File: src/rss_pkg.sv
// constants shared by the setpoint and sequencing register block
package rss_pkg;
  // ----------
  // register indices (byte address is four times the index)
  // ----------
  localparam logic [7:0] IDX_SETPOINT_A = 8'h06; // first converter setpoint
  localparam logic [7:0] IDX_SETPOINT_B = 8'h07; // second converter setpoint
  localparam logic [7:0] IDX_STEPUP_CTRL = 8'h08; // step-up control
  localparam logic [7:0] IDX_DELAY_A = 8'h09; // first converter delays
  localparam logic [7:0] IDX_DELAY_B = 8'h0a; // second converter delays
  localparam logic [7:0] IDX_FIRST_CTRL = 8'h10; // first converter enable
  localparam logic [7:0] IDX_CONFIG = 8'h11; // delay scale
  localparam logic [7:0] IDX_STATUS = 8'h12; // read-only live state
  // ----------
  // field positions
  // ----------
  localparam int VSEL_HI = 7; // step-up voltage select
  localparam int VSEL_LO = 6;
  localparam int RSV5_BIT = 5; // reserved read-write
  localparam int RSV4_BIT = 4; // reserved read-write
  localparam int RDIS_BIT = 3; // discharge enable
  localparam int PIN_HI = 2; // pin gating select
  localparam int PIN_LO = 1;
  localparam int EN_BIT = 0; // software enable
  localparam int OFF_HI = 7; // shutdown delay code
  localparam int OFF_LO = 4;
  localparam int ON_HI = 3; // startup delay code
  localparam int ON_LO = 0;
  // ----------
  // reset values
  // ----------
  localparam logic [7:0] RST_SETPOINT = 8'h00;
  localparam logic [7:0] RST_STEPUP_CTRL = 8'h08;
  localparam logic [7:0] RST_DELAY = 8'h00;
  localparam logic [7:0] RST_ZERO = 8'h00;
  // ----------
  // setpoint code bands and voltages in millivolts
  // ----------
  localparam logic [7:0] CODE_BAND1 = 8'h14;
  localparam logic [7:0] CODE_BAND1_TOP = 8'h17;
  localparam logic [7:0] CODE_BAND2 = 8'h18;
  localparam logic [7:0] CODE_BAND2_TOP = 8'h9d;
  localparam logic [7:0] CODE_BAND3 = 8'h9e;
  localparam logic [11:0] MV_BAND1 = 12'd700;
  localparam logic [11:0] MV_BAND2 = 12'd735;
  localparam logic [11:0] MV_BAND3 = 12'd1420;
  localparam logic [11:0] STEP_BAND1 = 12'd10;
  localparam logic [11:0] STEP_BAND2 = 12'd5;
  localparam logic [11:0] STEP_BAND3 = 12'd20;
  localparam logic [12:0] MV_STEPUP_BASE = 13'd4900;
  localparam logic [12:0] MV_STEPUP_STEP = 13'd100;
  // ----------
  // timing
  // ----------
  localparam int CLK_KHZ = 40000; // 40 mhz system clock
  localparam int DELAY_UNIT_US = 500; // base delay unit, 0.5 ms
  localparam int UNIT_CYCLES = (DELAY_UNIT_US * CLK_KHZ) / 1000;
  // sequencer states, one-hot
  typedef enum logic [3:0] {
    SEQ_OFF = 4'b0001,
    SEQ_WAIT_ON = 4'b0010,
    SEQ_ON = 4'b0100,
    SEQ_WAIT_OFF = 4'b1000
  } rss_seq_t;
endpackage

File: src/rss_delay_timer.sv
// startup and shutdown delay sequencer for one converter
`timescale 1ns/1ps
`default_nettype none
module rss_delay_timer (
  input wire logic clk_in,
  input wire logic rst_n_in,
  input wire logic tick_in,
  input wire logic ctrl_in,
  input wire logic [3:0] on_code_in,
  input wire logic [3:0] off_code_in,
  input wire logic scale_in,
  output logic enable_out,
  output logic busy_out
);
  // ----------
  // state and tick counter
  // ----------
  rss_pkg::rss_seq_t state_q, state_d; // sequencer state
  logic [4:0] count_q, count_d; // remaining time-base ticks
  wire [4:0] on_ticks = scale_in ? {on_code_in, 1'b0} : {1'b0, on_code_in};
  wire [4:0] off_ticks = scale_in ? {off_code_in, 1'b0} : {1'b0, off_code_in};
  wire last_tick = tick_in && (count_q == 5'h01);

  // next-state logic; a reversal of the control level cancels a wait
  always_comb begin
    state_d = state_q;
    count_d = count_q;
    case (state_q)
      rss_pkg::SEQ_OFF: begin
        if (ctrl_in && on_ticks == 5'h00) begin
          state_d = rss_pkg::SEQ_ON;
        end else if (ctrl_in) begin
          state_d = rss_pkg::SEQ_WAIT_ON;
          count_d = on_ticks;
        end
      end
      rss_pkg::SEQ_WAIT_ON: begin
        if (!ctrl_in) begin
          state_d = rss_pkg::SEQ_OFF;
        end else if (last_tick) begin
          state_d = rss_pkg::SEQ_ON;
        end else if (tick_in) begin
          count_d = count_q - 5'h01;
        end
      end
      rss_pkg::SEQ_ON: begin
        if (!ctrl_in && off_ticks == 5'h00) begin
          state_d = rss_pkg::SEQ_OFF;
        end else if (!ctrl_in) begin
          state_d = rss_pkg::SEQ_WAIT_OFF;
          count_d = off_ticks;
        end
      end
      rss_pkg::SEQ_WAIT_OFF: begin
        if (ctrl_in) begin
          state_d = rss_pkg::SEQ_ON;
        end else if (last_tick) begin
          state_d = rss_pkg::SEQ_OFF;
        end else if (tick_in) begin
          count_d = count_q - 5'h01;
        end
      end
      default: begin
        state_d = rss_pkg::SEQ_OFF;
      end
    endcase
  end

  // state registers
  always_ff @(posedge clk_in or negedge rst_n_in) begin
    if (!rst_n_in) begin
      state_q <= rss_pkg::SEQ_OFF;
      count_q <= 5'h00;
    end else begin
      state_q <= state_d;
      count_q <= count_d;
    end
  end

  // converter stays on while its shutdown wait runs
  assign enable_out = (state_q == rss_pkg::SEQ_ON) || (state_q == rss_pkg::SEQ_WAIT_OFF);
  assign busy_out = (state_q == rss_pkg::SEQ_WAIT_ON) || (state_q == rss_pkg::SEQ_WAIT_OFF);
endmodule
`default_nettype wire

File: src/rss_top.sv
// setpoint, step-up control and sequencing registers with apb access
// Function
// - codes 0x14-0x17 give 0.70-0.73 V, 10 mV
// - codes 0x18-0x9d give 0.735-1.4 V, 5 mV
// - codes 0x9e-0xff give 1.42-3.36 V, 20 mV
// - second converter setpoint uses same mapping
// - step-up field selects 4.9 to 5.2 V
// - discharge resistor connected when off and bit set
// - pin field gates step-up with chosen pin
// - bit zero is step-up software enable
// - shutdown delay after control falls, 0.5 ms units
// - startup delay after control rises, zero immediate
// - scale bit doubles delay unit to 1 ms
// - fields except the reserved and discharge bits load one-time-programmable defaults on the first clock after reset release
// - reserved bits 5 and 4, register resets 8h
`timescale 1ns/1ps
`default_nettype none
module rss_top #(
  parameter int UNIT_CYCLES = rss_pkg::UNIT_CYCLES // clocks per 0.5 ms
) (
  input wire logic MCLK_IN,
  input wire logic RESET_N_IN,
  input wire logic PSEL_IN,
  input wire logic PENABLE_IN,
  input wire logic PWRITE_IN,
  input wire logic [11:0] PADDR_IN,
  input wire logic [31:0] PWDATA_IN,
  input wire logic [3:0] PSTRB_IN,
  output logic [31:0] PRDATA_OUT,
  output logic PREADY_OUT,
  output logic PSLVERR_OUT,
  input wire logic ENABLE_PIN_A_IN,
  input wire logic ENABLE_PIN_B_IN,
  input wire logic ENABLE_PIN_C_IN,
  input wire logic [7:0] OTP_SETPOINT_A_IN,
  input wire logic [7:0] OTP_SETPOINT_B_IN,
  input wire logic [1:0] OTP_STEPUP_VSEL_IN,
  input wire logic [1:0] OTP_STEPUP_PIN_IN,
  input wire logic OTP_STEPUP_EN_IN,
  input wire logic [2:0] OTP_FIRST_CTRL_IN,
  input wire logic [7:0] OTP_DELAY_A_IN,
  input wire logic [7:0] OTP_DELAY_B_IN,
  input wire logic OTP_DELAY_SCALE_IN,
  output logic [7:0] FIRST_STEPDOWN_SETPOINT_OUT,
  output logic [7:0] SECOND_STEPDOWN_SETPOINT_OUT,
  output logic [11:0] FIRST_STEPDOWN_MV_OUT,
  output logic [11:0] SECOND_STEPDOWN_MV_OUT,
  output logic [12:0] STEPUP_MV_OUT,
  output logic STEPUP_ENABLE_OUT,
  output logic STEPUP_DISCHARGE_OUT,
  output logic FIRST_STEPDOWN_ENABLE_OUT,
  output logic FIRST_STEPDOWN_DISCHARGE_OUT
);
  // ----------
  // elaboration check
  // ----------
  // at least two clocks per unit, and the unit must fit 16 counter bits
  if (UNIT_CYCLES < 2 || UNIT_CYCLES > 65536) begin : g_bad_unit
    $error("UNIT_CYCLES must lie between 2 and 65536");
  end

  // ----------
  // register storage
  // ----------
  logic [7:0] setpoint_a_q; // first converter setpoint code
  logic [7:0] setpoint_b_q; // second converter setpoint code
  logic [7:0] stepup_ctrl_q; // step-up control byte
  logic [7:0] delay_a_q; // first converter off/on delay codes
  logic [7:0] delay_b_q; // second converter codes, stored only
  logic [2:0] first_ctrl_q; // first converter pin select and enable
  logic delay_scale_q; // global delay unit doubling
  logic otp_load_q; // high until defaults are copied in

  // ----------
  // apb decode
  // ----------
  wire [7:0] word_idx = PADDR_IN[9:2]; // byte address over four
  wire idx_high_zero = PADDR_IN[11:10] == 2'b00; // hits alias without it
  wire setup_phase = PSEL_IN && !PENABLE_IN; // first cycle of a transfer
  wire access_phase = PSEL_IN && PENABLE_IN; // completes with pready
  wire hit_setpoint_a = word_idx == rss_pkg::IDX_SETPOINT_A;
  wire hit_setpoint_b = word_idx == rss_pkg::IDX_SETPOINT_B;
  wire hit_stepup = word_idx == rss_pkg::IDX_STEPUP_CTRL;
  wire hit_delay_a = word_idx == rss_pkg::IDX_DELAY_A;
  wire hit_delay_b = word_idx == rss_pkg::IDX_DELAY_B;
  wire hit_first = word_idx == rss_pkg::IDX_FIRST_CTRL;
  wire hit_config = word_idx == rss_pkg::IDX_CONFIG;
  wire hit_status = word_idx == rss_pkg::IDX_STATUS;
  wire hit_any = hit_setpoint_a || hit_setpoint_b || hit_stepup || hit_delay_a
    || hit_delay_b || hit_first || hit_config || hit_status;
  // a misaligned byte address is treated as unmapped
  wire addr_ok = hit_any && idx_high_zero && (PADDR_IN[1:0] == 2'b00);
  // status is read-only, so a write there is refused as well
  wire access_ok = addr_ok && !(PWRITE_IN && hit_status);
  // writes land in the access cycle, low byte lane only
  wire wr_en = access_phase && PWRITE_IN && access_ok && PSTRB_IN[0] && PREADY_OUT;
  wire [7:0] wbyte = PWDATA_IN[7:0];

  // ----------
  // enable pin selection and control signals
  // ----------
  wire [3:0] pin_vec = {ENABLE_PIN_C_IN, ENABLE_PIN_B_IN, ENABLE_PIN_A_IN, 1'b1};
  wire [1:0] stepup_pin_sel = stepup_ctrl_q[rss_pkg::PIN_HI:rss_pkg::PIN_LO];
  wire [1:0] first_pin_sel = first_ctrl_q[rss_pkg::PIN_HI:rss_pkg::PIN_LO];
  // select 0 picks the constant one, so only the software bit counts
  wire stepup_on = stepup_ctrl_q[rss_pkg::EN_BIT] && pin_vec[stepup_pin_sel];
  // the sequencing control is the enable bit gated by its pin
  wire first_ctrl_level = first_ctrl_q[rss_pkg::EN_BIT] && pin_vec[first_pin_sel];

  // ----------
  // free-running delay time base
  // ----------
  // free-running and never restarted by the sequencer, so the first unit of a delay may be
  // shorter by up to one unit; that jitter is the price of one counter
  logic [15:0] unit_cnt_q; // cycles within the current unit
  logic unit_tick_q; // one-cycle pulse each 0.5 ms
  wire unit_wrap = unit_cnt_q == 16'(UNIT_CYCLES - 1);

  // unit counter, runs regardless of register traffic
  always_ff @(posedge MCLK_IN or negedge RESET_N_IN) begin
    if (!RESET_N_IN) begin
      unit_cnt_q <= 16'h0000;
      unit_tick_q <= 1'b0;
    end else begin
      unit_cnt_q <= unit_wrap ? 16'h0000 : unit_cnt_q + 16'h0001;
      unit_tick_q <= unit_wrap;
    end
  end

  // ----------
  // first converter sequencer
  // ----------
  logic first_enable; // sequenced enable level
  logic first_busy; // a delay is pending

  rss_delay_timer u_first_seq (
    .clk_in(MCLK_IN),
    .rst_n_in(RESET_N_IN),
    .tick_in(unit_tick_q),
    .ctrl_in(first_ctrl_level),
    .on_code_in(delay_a_q[rss_pkg::ON_HI:rss_pkg::ON_LO]),
    .off_code_in(delay_a_q[rss_pkg::OFF_HI:rss_pkg::OFF_LO]),
    .scale_in(delay_scale_q),
    .enable_out(first_enable),
    .busy_out(first_busy)
  );

  // ----------
  // setpoint code to millivolt mapping
  // ----------
  // reserved codes read back as zero millivolts; nothing is regulated
  function automatic logic [11:0] code_to_mv(input logic [7:0] code);
    logic [11:0] c;
    c = {4'h0, code};
    if (code < rss_pkg::CODE_BAND1) begin
      code_to_mv = 12'h000;
    end else if (code <= rss_pkg::CODE_BAND1_TOP) begin
      code_to_mv = 12'(rss_pkg::MV_BAND1
        + (c - {4'h0, rss_pkg::CODE_BAND1}) * rss_pkg::STEP_BAND1);
    end else if (code <= rss_pkg::CODE_BAND2_TOP) begin
      code_to_mv = 12'(rss_pkg::MV_BAND2
        + (c - {4'h0, rss_pkg::CODE_BAND2}) * rss_pkg::STEP_BAND2);
    end else begin
      code_to_mv = 12'(rss_pkg::MV_BAND3
        + (c - {4'h0, rss_pkg::CODE_BAND3}) * rss_pkg::STEP_BAND3);
    end
  endfunction

  wire [11:0] mv_a = code_to_mv(setpoint_a_q);
  wire [11:0] mv_b = code_to_mv(setpoint_b_q);
  wire [1:0] stepup_vsel = stepup_ctrl_q[rss_pkg::VSEL_HI:rss_pkg::VSEL_LO];
  wire [12:0] mv_stepup = 13'(rss_pkg::MV_STEPUP_BASE
    + {11'h000, stepup_vsel} * rss_pkg::MV_STEPUP_STEP);
  // discharge only while the converter is off
  wire stepup_dis = !stepup_on && stepup_ctrl_q[rss_pkg::RDIS_BIT];
  wire first_dis = !first_enable;

  // ----------
  // read mux
  // ----------
  wire [7:0] status_byte = {2'b00, first_busy, ENABLE_PIN_C_IN, ENABLE_PIN_B_IN,
    ENABLE_PIN_A_IN, first_enable, stepup_on};
  wire [7:0] rd_byte = hit_setpoint_a ? setpoint_a_q :
    hit_setpoint_b ? setpoint_b_q :
    hit_stepup ? stepup_ctrl_q :
    hit_delay_a ? delay_a_q :
    hit_delay_b ? delay_b_q :
    hit_first ? {5'h00, first_ctrl_q} :
    hit_config ? {7'h00, delay_scale_q} :
    hit_status ? status_byte : rss_pkg::RST_ZERO;

  // ----------
  // apb answer flops
  // ----------
  // read data and error are captured in the setup cycle so that
  // they stand as flop outputs for the whole access cycle
  always_ff @(posedge MCLK_IN or negedge RESET_N_IN) begin
    if (!RESET_N_IN) begin
      PRDATA_OUT <= 32'h00000000;
      PSLVERR_OUT <= 1'b0;
      PREADY_OUT <= 1'b0;
    end else begin
      PREADY_OUT <= 1'b1; // zero wait states once out of reset
      if (setup_phase) begin
        PRDATA_OUT <= (!PWRITE_IN && addr_ok) ? {24'h000000, rd_byte} : 32'h00000000;
        PSLVERR_OUT <= !access_ok;
      end
    end
  end

  // ----------
  // software registers
  // ----------
  // async reset takes fixed constants; the first clock after release
  // copies in the programmed defaults, so a strap is never reset-sampled
  always_ff @(posedge MCLK_IN or negedge RESET_N_IN) begin
    if (!RESET_N_IN) begin
      otp_load_q <= 1'b1;
      setpoint_a_q <= rss_pkg::RST_SETPOINT;
      setpoint_b_q <= rss_pkg::RST_SETPOINT;
      stepup_ctrl_q <= rss_pkg::RST_STEPUP_CTRL;
      delay_a_q <= rss_pkg::RST_DELAY;
      delay_b_q <= rss_pkg::RST_DELAY;
      first_ctrl_q <= 3'h0;
      delay_scale_q <= 1'b0;
    end else if (otp_load_q) begin
      otp_load_q <= 1'b0;
      setpoint_a_q <= OTP_SETPOINT_A_IN;
      setpoint_b_q <= OTP_SETPOINT_B_IN;
      // reserved and discharge bits keep their fixed reset value
      stepup_ctrl_q <= {OTP_STEPUP_VSEL_IN, rss_pkg::RST_STEPUP_CTRL[5:3],
        OTP_STEPUP_PIN_IN, OTP_STEPUP_EN_IN};
      delay_a_q <= OTP_DELAY_A_IN;
      delay_b_q <= OTP_DELAY_B_IN;
      first_ctrl_q <= OTP_FIRST_CTRL_IN;
      delay_scale_q <= OTP_DELAY_SCALE_IN;
    end else if (wr_en) begin
      if (hit_setpoint_a) begin
        setpoint_a_q <= wbyte;
      end
      if (hit_setpoint_b) begin
        setpoint_b_q <= wbyte;
      end
      if (hit_stepup) begin
        stepup_ctrl_q <= wbyte;
      end
      if (hit_delay_a) begin
        delay_a_q <= wbyte;
      end
      if (hit_delay_b) begin
        delay_b_q <= wbyte;
      end
      if (hit_first) begin
        first_ctrl_q <= wbyte[2:0];
      end
      if (hit_config) begin
        delay_scale_q <= wbyte[0];
      end
    end
  end

  // ----------
  // converter control outputs
  // ----------
  // all converter outputs are flopped, adding one cycle of latency
  always_ff @(posedge MCLK_IN or negedge RESET_N_IN) begin
    if (!RESET_N_IN) begin
      FIRST_STEPDOWN_SETPOINT_OUT <= rss_pkg::RST_SETPOINT;
      SECOND_STEPDOWN_SETPOINT_OUT <= rss_pkg::RST_SETPOINT;
      FIRST_STEPDOWN_MV_OUT <= 12'h000;
      SECOND_STEPDOWN_MV_OUT <= 12'h000;
      STEPUP_MV_OUT <= 13'h0000;
      STEPUP_ENABLE_OUT <= 1'b0;
      STEPUP_DISCHARGE_OUT <= 1'b0;
      FIRST_STEPDOWN_ENABLE_OUT <= 1'b0;
      FIRST_STEPDOWN_DISCHARGE_OUT <= 1'b0;
    end else begin
      FIRST_STEPDOWN_SETPOINT_OUT <= setpoint_a_q;
      SECOND_STEPDOWN_SETPOINT_OUT <= setpoint_b_q;
      FIRST_STEPDOWN_MV_OUT <= mv_a;
      SECOND_STEPDOWN_MV_OUT <= mv_b;
      STEPUP_MV_OUT <= mv_stepup;
      STEPUP_ENABLE_OUT <= stepup_on;
      STEPUP_DISCHARGE_OUT <= stepup_dis;
      FIRST_STEPDOWN_ENABLE_OUT <= first_enable;
      FIRST_STEPDOWN_DISCHARGE_OUT <= first_dis;
    end
  end
endmodule
`default_nettype wire

File: config.mk
export PLATFORM = sky130hd
export DESIGN_NAME = rss_top
export DESIGN_NICKNAME = d
export VERILOG_FILES = /design/src/rss_pkg.sv /design/src/rss_delay_timer.sv /design/src/rss_top.sv
export SDC_FILE = /design/constraint.sdc
export NUM_CORES = 1
export LEC_CHECK = 0
export BUFFER_PORTS_ARGS = -buffer_cell sky130_fd_sc_hd__buf_2
export CAP_MARGIN = 20
export CORE_ASPECT_RATIO = 1.4
export CORE_MARGIN = 4
export CORE_UTILIZATION = 62
export CTS_CLUSTER_SIZE = 10
export DETAILED_ROUTE_END_ITERATION = 10
export MAX_ROUTING_LAYER = met4
export PLACE_DENSITY = 0.87
export SKIP_CTS_REPAIR_TIMING = 1
export SYNTH_ARGS = -nofsm -noshare
export SYNTH_HDL_FRONTEND = slang
export SYNTH_SLANG_ARGS = --single-unit
File: constraint.sdc
create_clock -name MCLK_IN -period 7.7 [get_ports MCLK_IN]
set_clock_uncertainty 0.1 [all_clocks]
set_input_delay 0 -clock MCLK_IN [delete_from_list [all_inputs] [get_ports MCLK_IN]]
set_output_delay 0 -clock MCLK_IN [all_outputs]
set_load 0.03 [all_outputs]
Word level (Yosys, flattened, before mapping)
Cells that the tools add are included.

operators by class
  equal/unequal tests = 24
  multipliers = 7
  reductions and logical operators = 55
  multiplexer cells = 61
  $add $sub $neg = 15
  magnitude comparators = 8

operators by type and width
  kind                                                                              number
  8-bit 2-to-1 mux                                                                  21
  12-bit 2-to-1 mux                                                                 6
  5-bit 2-to-1 mux                                                                  10
  10-bit by 12-bit adder with 12-bit output, first input constant                   4
  8-bit by 5-bit subtractor with 9-bit output, second input constant                4
  4-bit 2-to-1 mux                                                                  8
  11-bit by 12-bit adder with 12-bit output, first input constant                   2
  8-bit by 4-bit == test with 1-bit output, second input constant                   3
  8-bit by 5-bit == test with 1-bit output, second input constant                   3
  12-bit by 3-bit multiplier with 10-bit output, second input constant              2
  12-bit by 3-bit multiplier with 11-bit output, second input constant              2
  12-bit by 3-bit multiplier with 12-bit output, second input constant              2
  5-bit one-hot mux with 4 select lines                                             1
  6-bit 2-to-1 mux                                                                  3
  8-bit by 8-bit subtractor with 9-bit output, second input constant                2
  1-bit logical AND                                                                 17
  16-bit by 1-bit adder with 16-bit output, second input constant                   1
  16-bit by 15-bit == test with 1-bit output, second input constant                 1
  8-bit by 3-bit == test with 1-bit output, second input constant                   2
  8-bit by 5-bit less-or-equal comparator with 1-bit output, second input constant  2
  8-bit less-or-equal comparator, second input constant                             2
  8-bit by 5-bit less-than comparator with 1-bit output, second input constant      2
  16-bit 2-to-1 mux                                                                 1
  4-bit one-hot mux with 4 select lines                                             1
  other kinds (25)                                                                  68

word-level totals
  output and inout port bits = 91
  logic and storage cells = 194
  input bits = 97
  bits in registers = 162

Depth between registers and ports, before layout
  depth after elaboration = 16
  mapped depth = 16
  mapped depth without buffers = 14

Cells and area by module
Synthesis repeated with hierarchy kept, for this count alone.

second synthesis, totals
  cell total of the unflattened synthesis = 1183
  area, all modules = 10649.0 µm²

modules (own cells, without submodules)
  module           seq. area each (µm²)  area an instance (µm²)  cells an instance  instances
  rss_top          3030.4                9788.1                  1090               1
  rss_delay_timer  226.5                 860.8                   93                 1

Worst setup path after synthesis
OpenSTA, ideal clock, no wires.

  path kind = register to register
  start point = register setpoint_b_q[3]
  end point = register SECOND_STEPDOWN_MV_OUT[11]
  path buffers = 1
  data arrival time = 3.317 ns
  stages on the path, launching flop included = 16
  clock period less this slack = 3.521 ns
  required time = 7.496 ns
  setup time = 0.104 ns
  setup slack = 4.179 ns
  cells stage by stage = dfrtp_1 clkbuf_1 inv_1 ha_1 nor2b_1 nor2_1 xor2_1 ha_1 ha_1 a21oi_1 nand2_1 xor2_1 a21boi_0 o21ai_0 xnor2_1 a221oi_1

between the ends
  cells in the longest elaborated chain, start to end = 6
  elaborated cells on any way between the ends = 15
  those cells by class = 6 x add/sub; 3 x mul; 3 x order compare; 3 x mux

RTL lines
  what                                                                                                            line                            source
  start, declared                                                                                                 rss_top.sv:66                   logic [7:0] setpoint_b_q;
  start signal, assigned                                                                                          rss_top.sv:220                  setpoint_b_q <= rss_pkg::RST_SETPOINT;
  start signal, assigned                                                                                          rss_top.sv:242                  setpoint_b_q <= wbyte;
  8-bit by 8-bit subtractor with 9-bit output or 8-bit by 5-bit subtractor with 9-bit output (tied branches)      rss_top.sv:165, rss_top.sv:162
  12-bit by 3-bit multiplier with 10-bit output or 12-bit by 3-bit multiplier with 12-bit output (tied branches)  rss_top.sv:165, rss_top.sv:162
  11-bit by 12-bit adder with 12-bit output or 10-bit by 12-bit adder with 12-bit output (tied branches)          rss_top.sv:165, rss_top.sv:162
  12-bit 2-to-1 mux                                                                                               rss_top.sv:160                  end else if (code <= rss_pkg::CODE_BAND2_TOP) begin
  12-bit 2-to-1 mux                                                                                               rss_top.sv:157                  end else if (code <= rss_pkg::CODE_BAND1_TOP) begin
  12-bit 2-to-1 mux (*)                                                                                           rss_top.sv:155                  if (code < rss_pkg::CODE_BAND1) begin
  named net mv_b[11]                                                                                              rss_top.sv:170                  wire [11:0] mv_b = code_to_mv(setpoint_b_q);
  end signal, assigned                                                                                            rss_top.sv:281                  SECOND_STEPDOWN_MV_OUT <= mv_b;
  end, declared                                                                                                   rss_top.sv:47                   output logic [11:0] SECOND_STEPDOWN_MV_OUT,

The timed path passes the listed nets; every way through them passes the cells marked *.
A chain may end at the register's enable or synchronous reset.

Final worst setup path
Same ends and word-level chain as after synthesis.

==> flow_metrics.tcl <==
set metrics [dict create \
    yosys.area.top_type "dfrtp_1" \
    clockRootBuffer "clkbuf_16" \
    synthMuxAreaShare 0.0570 \
    synth_xor_area_frac 0.0839 \
    synth_top_area_share 0.305 \
    cpLargestDelayFamily "compound AO/OA/AOI/OAI gates" \
    ir_drop_v 0.000194 \
    synth-edff-count 0 \
    fin_crit_ps 4190 \
    placedCellCount 1458 \
    grt_pass1_vias 8999 \
    start_util 0.637 \
    finalWirelength_mm 30.4 \
    numClockSinks 130 \
    ys.flop_type "dfrtp_1" \
    final_cells 1579 \
    slew_headroom 0.365 \
    power.density_nw_per_um2 283 \
    min_path_type "input pin to flop" \
    vias 9936 \
    drtAntennaViolNets 0 \
    finalCritPeriodShare 0.544 \
    r2r_slack_ps 3510 \
    syn_to_final_growth_pct 20.6 \
    status "finished, final reports clean" \
    fin_setup_tns_ps 0 \
    drc_errors 0 \
    holdWs_ps 56.1 \
    die_x_um 118 \
    synth_seq_cells 130 \
    insertion_delay_ps 440 \
    core_sq_um 16400 \
    synthesis.area_sq_um 10400 \
    htreeDepth 4 \
    ys_top_cells_by_area "dfrtp_1, ha_1, mux2i_1" \
    grt_remaining_overflow 0 \
    critPathSlowestCell "dfrtp_1" \
    synth_most_common_cell "dfrtp_1" \
    max_freq_mhz 239 \
    cp_cell_sequence "inv_1, ha_1, nor2b_1, nor2_1, xor2_1, ha_1, ha_1, a21oi_1, nand2_1, xor2_1, a21boi_0, o21ai_0, xnor2_1, a221oi_1" \
    worstMarginPinSlew_ps 948 \
    cpPeakStageDelay_ps 600 \
    maxCapViolations 0 \
    nets 1586 \
    synth-seq-area-share 0.312 \
    drv_slew 0 \
    pin_count 188 \
    drt_iter0_drc 1159 \
    cts_tree "yes" \
    path_max_fanout 11 \
    cts_buffers 17 \
    place.gp.congestion 0.957 \
    syn_avg_cell_area_sq_um 8.90 \
    final_hold_viol_count 0 \
    crit_required_ps 7910 \
    rsz0062_at_grt "false" \
    synth_top_family_by_area "compound AO/OA/AOI/OAI gates" \
    syn_inst 1173 \
    arrival_ps 4400 \
    die_height_um 162 \
    path_class "flop to flop" \
    num_rows 55 \
    async_flop_share 1.00 \
    place.detailed.hpwl_mm 20.4 \
    cp_common_cell "ha_1" \
    leakage_nw 5.99 \
    synth_fa_ha_area_frac 0.159 \
    io_buffers 133 \
    antenna_found_initial 1 \
    synth-compound-area-share 0.174 \
    track_usage 0.293 \
    synth_warnings 0 \
    grt_max_degree 86 \
    synth_simple_gate_area_frac 0.148 \
    firstDrtPassIters 8 \
    grt_pass1_wl_mm 43.6 \
    wl_per_cell_um 19.2 \
    drive_above_1_share 0.142 \
    synthTopCellsByCount "dfrtp_1, ha_1, nor2_1" \
    setup_violations 0 \
    clkTransAtPathRegs_ps 60 \
    dieArea_sq_um 19000 \
    start_kind "flop" \
    end_kind "flop" \
    clk_path_buf_depth 2 \
    via_per_inst 6.29 \
    path_buf_inv 1 \
    netlist-cell-type-count 72 \
]
layout make-up:
class | instances | area [sq um]
clock inverter | 14 | 193
inverter | 66 | 248
multi-input combinational | 924 | 6600
tap | 199 | 249
timing repair buffer | 227 | 1600
sequential | 130 | 3260
clock buffer | 18 | 439
fill | 1061 | 3790
antenna | 1 | 2.50
report_power, final:
part | internal (mW) | switching (mW)
combinational | 0.726 | 1.06
clock | 0.530 | 0.349
sequential | 0.791 | 0.0980
total | 2.05 | 1.51
registers in the layout, indices dropped and copies added, names as in the netlist:
register and flops:
otp_load_q 1, u_first_seq.state_q 4, SECOND_STEPDOWN_MV_OUT 12, PSLVERR_OUT 1, first_ctrl_q 3, unit_cnt_q 16, STEPUP_MV_OUT 5, delay_b_q 8
stepup_ctrl_q 8, setpoint_b_q 8, STEPUP_DISCHARGE_OUT 1, SECOND_STEPDOWN_SETPOINT_OUT 8, FIRST_STEPDOWN_ENABLE_OUT 1, STEPUP_ENABLE_OUT 1, FIRST_STEPDOWN_SETPOINT_OUT 8, PREADY_OUT 1
delay_scale_q 1, u_first_seq.count_q 5, unit_tick_q 1, setpoint_a_q 8, FIRST_STEPDOWN_MV_OUT 12, delay_a_q 8, FIRST_STEPDOWN_DISCHARGE_OUT 1, PRDATA_OUT 8
path summary, 6_finish.rpt:
| path | start | endpoint | depth (start not counted) |
|---|---|---|---|
| worst max-delay path | setpoint_b_q[3] | SECOND_STEPDOWN_MV_OUT[11] | 14 |
| worst min-delay path | PSEL_IN | PRDATA_OUT[2] | 4 |
| worst max register to register | setpoint_b_q[3] | SECOND_STEPDOWN_MV_OUT[11] | 14 |
| worst min register to register | unit_cnt_q[4] | unit_cnt_q[4] | 1 |
| max in group asynchronous | RESET_N_IN | FIRST_STEPDOWN_MV_OUT[4] | 3 |
| min in group asynchronous | RESET_N_IN | delay_a_q[3] | 2 |
cell families (layout without fill, tap and decap cells):
| kind of cell | count (synthesis) | in the layout |
|---|---|---|
| simple gates | 323 | 323 |
| compound gates | 290 | 290 |
| buf+inv | 146 | 325 |
| flops | 130 | 130 |
| fa+ha+maj | 123 | 123 |
| xor+xnor | 100 | 100 |
| mux | 59 | 59 |
| other cells | 2 | 30 |
cells in the final DEF, fill, tap and decap left out, types with 7 or more instances in the layout:
| cell | instances |
|---|---|
| buf_2 | 132 |
| dfrtp_1 | 127 |
| ha_1 | 107 |
| nor2_1 | 96 |
| nand2_1 | 94 |
| dlygate4sd3_1 | 88 |
| o21ai_0 | 80 |
| a21oi_1 | 67 |
| inv_1 | 65 |
| xnor2_1 | 61 |
| mux2i_1 | 56 |
| xor2_1 | 39 |
| conb_1 | 29 |
| nand3_1 | 29 |
| a211oi_1 | 21 |
| nor3_1 | 21 |
| clkbuf_16 | 17 |
| fa_1 | 16 |
| o21ai_1 | 14 |
| nand2b_1 | 13 |
| and3_1 | 12 |
| o21a_1 | 12 |
| nor2b_1 | 11 |
| a31oi_1 | 11 |
| o22ai_1 | 11 |
| a21o_1 | 9 |
| nand4_1 | 7 |
| a22oi_1 | 7 |
| a221oi_1 | 7 |
| a22o_1 | 7 |
worst reg2reg max path, cell delays in order (launching register included):
cell,delay (ps)
dfrtp_1,600
inv_1,280
ha_1,280
nor2b_1,260
nor2_1,100
xor2_1,270
ha_1,280
ha_1,350
a21oi_1,210
nand2_1,100
xor2_1,260
a21boi_0,310
o21ai_0,140
xnor2_1,150
a221oi_1,350
stage by stage:
stage / utilization / worst slack [ps] / power [mW] / instance area (sq um)
finish: 0.769 / 3510 / 3.56 / 12600
global route: 0.769 / 3280 / 3.76 / 12600
CTS: 0.715 / 3600 / 3.46 / 11700
global placement: 0.676 / 3760 / 2.53 / 11100
detailed placement: 0.676 / 3660 / 2.58 / 11100
floorplan: - / 4180 / 2.20 / 10500
routing by layer:
| layer | wire [um] | GRT usage | share of wire | up-vias |
|---|---|---|---|---|
| li1 | - | - | - | 4492 |
| met1 | 10900 | 0.327 | 0.36 | 4684 |
| met2 | 15200 | 0.507 | 0.50 | 579 |
| met3 | 2530 | 0.0564 | 0.083 | 181 |
| met4 | 1730 | 0.133 | 0.057 | 0 |
| met5 | 0 | - | 0 | - |
(Power assumes the default switching activity.)
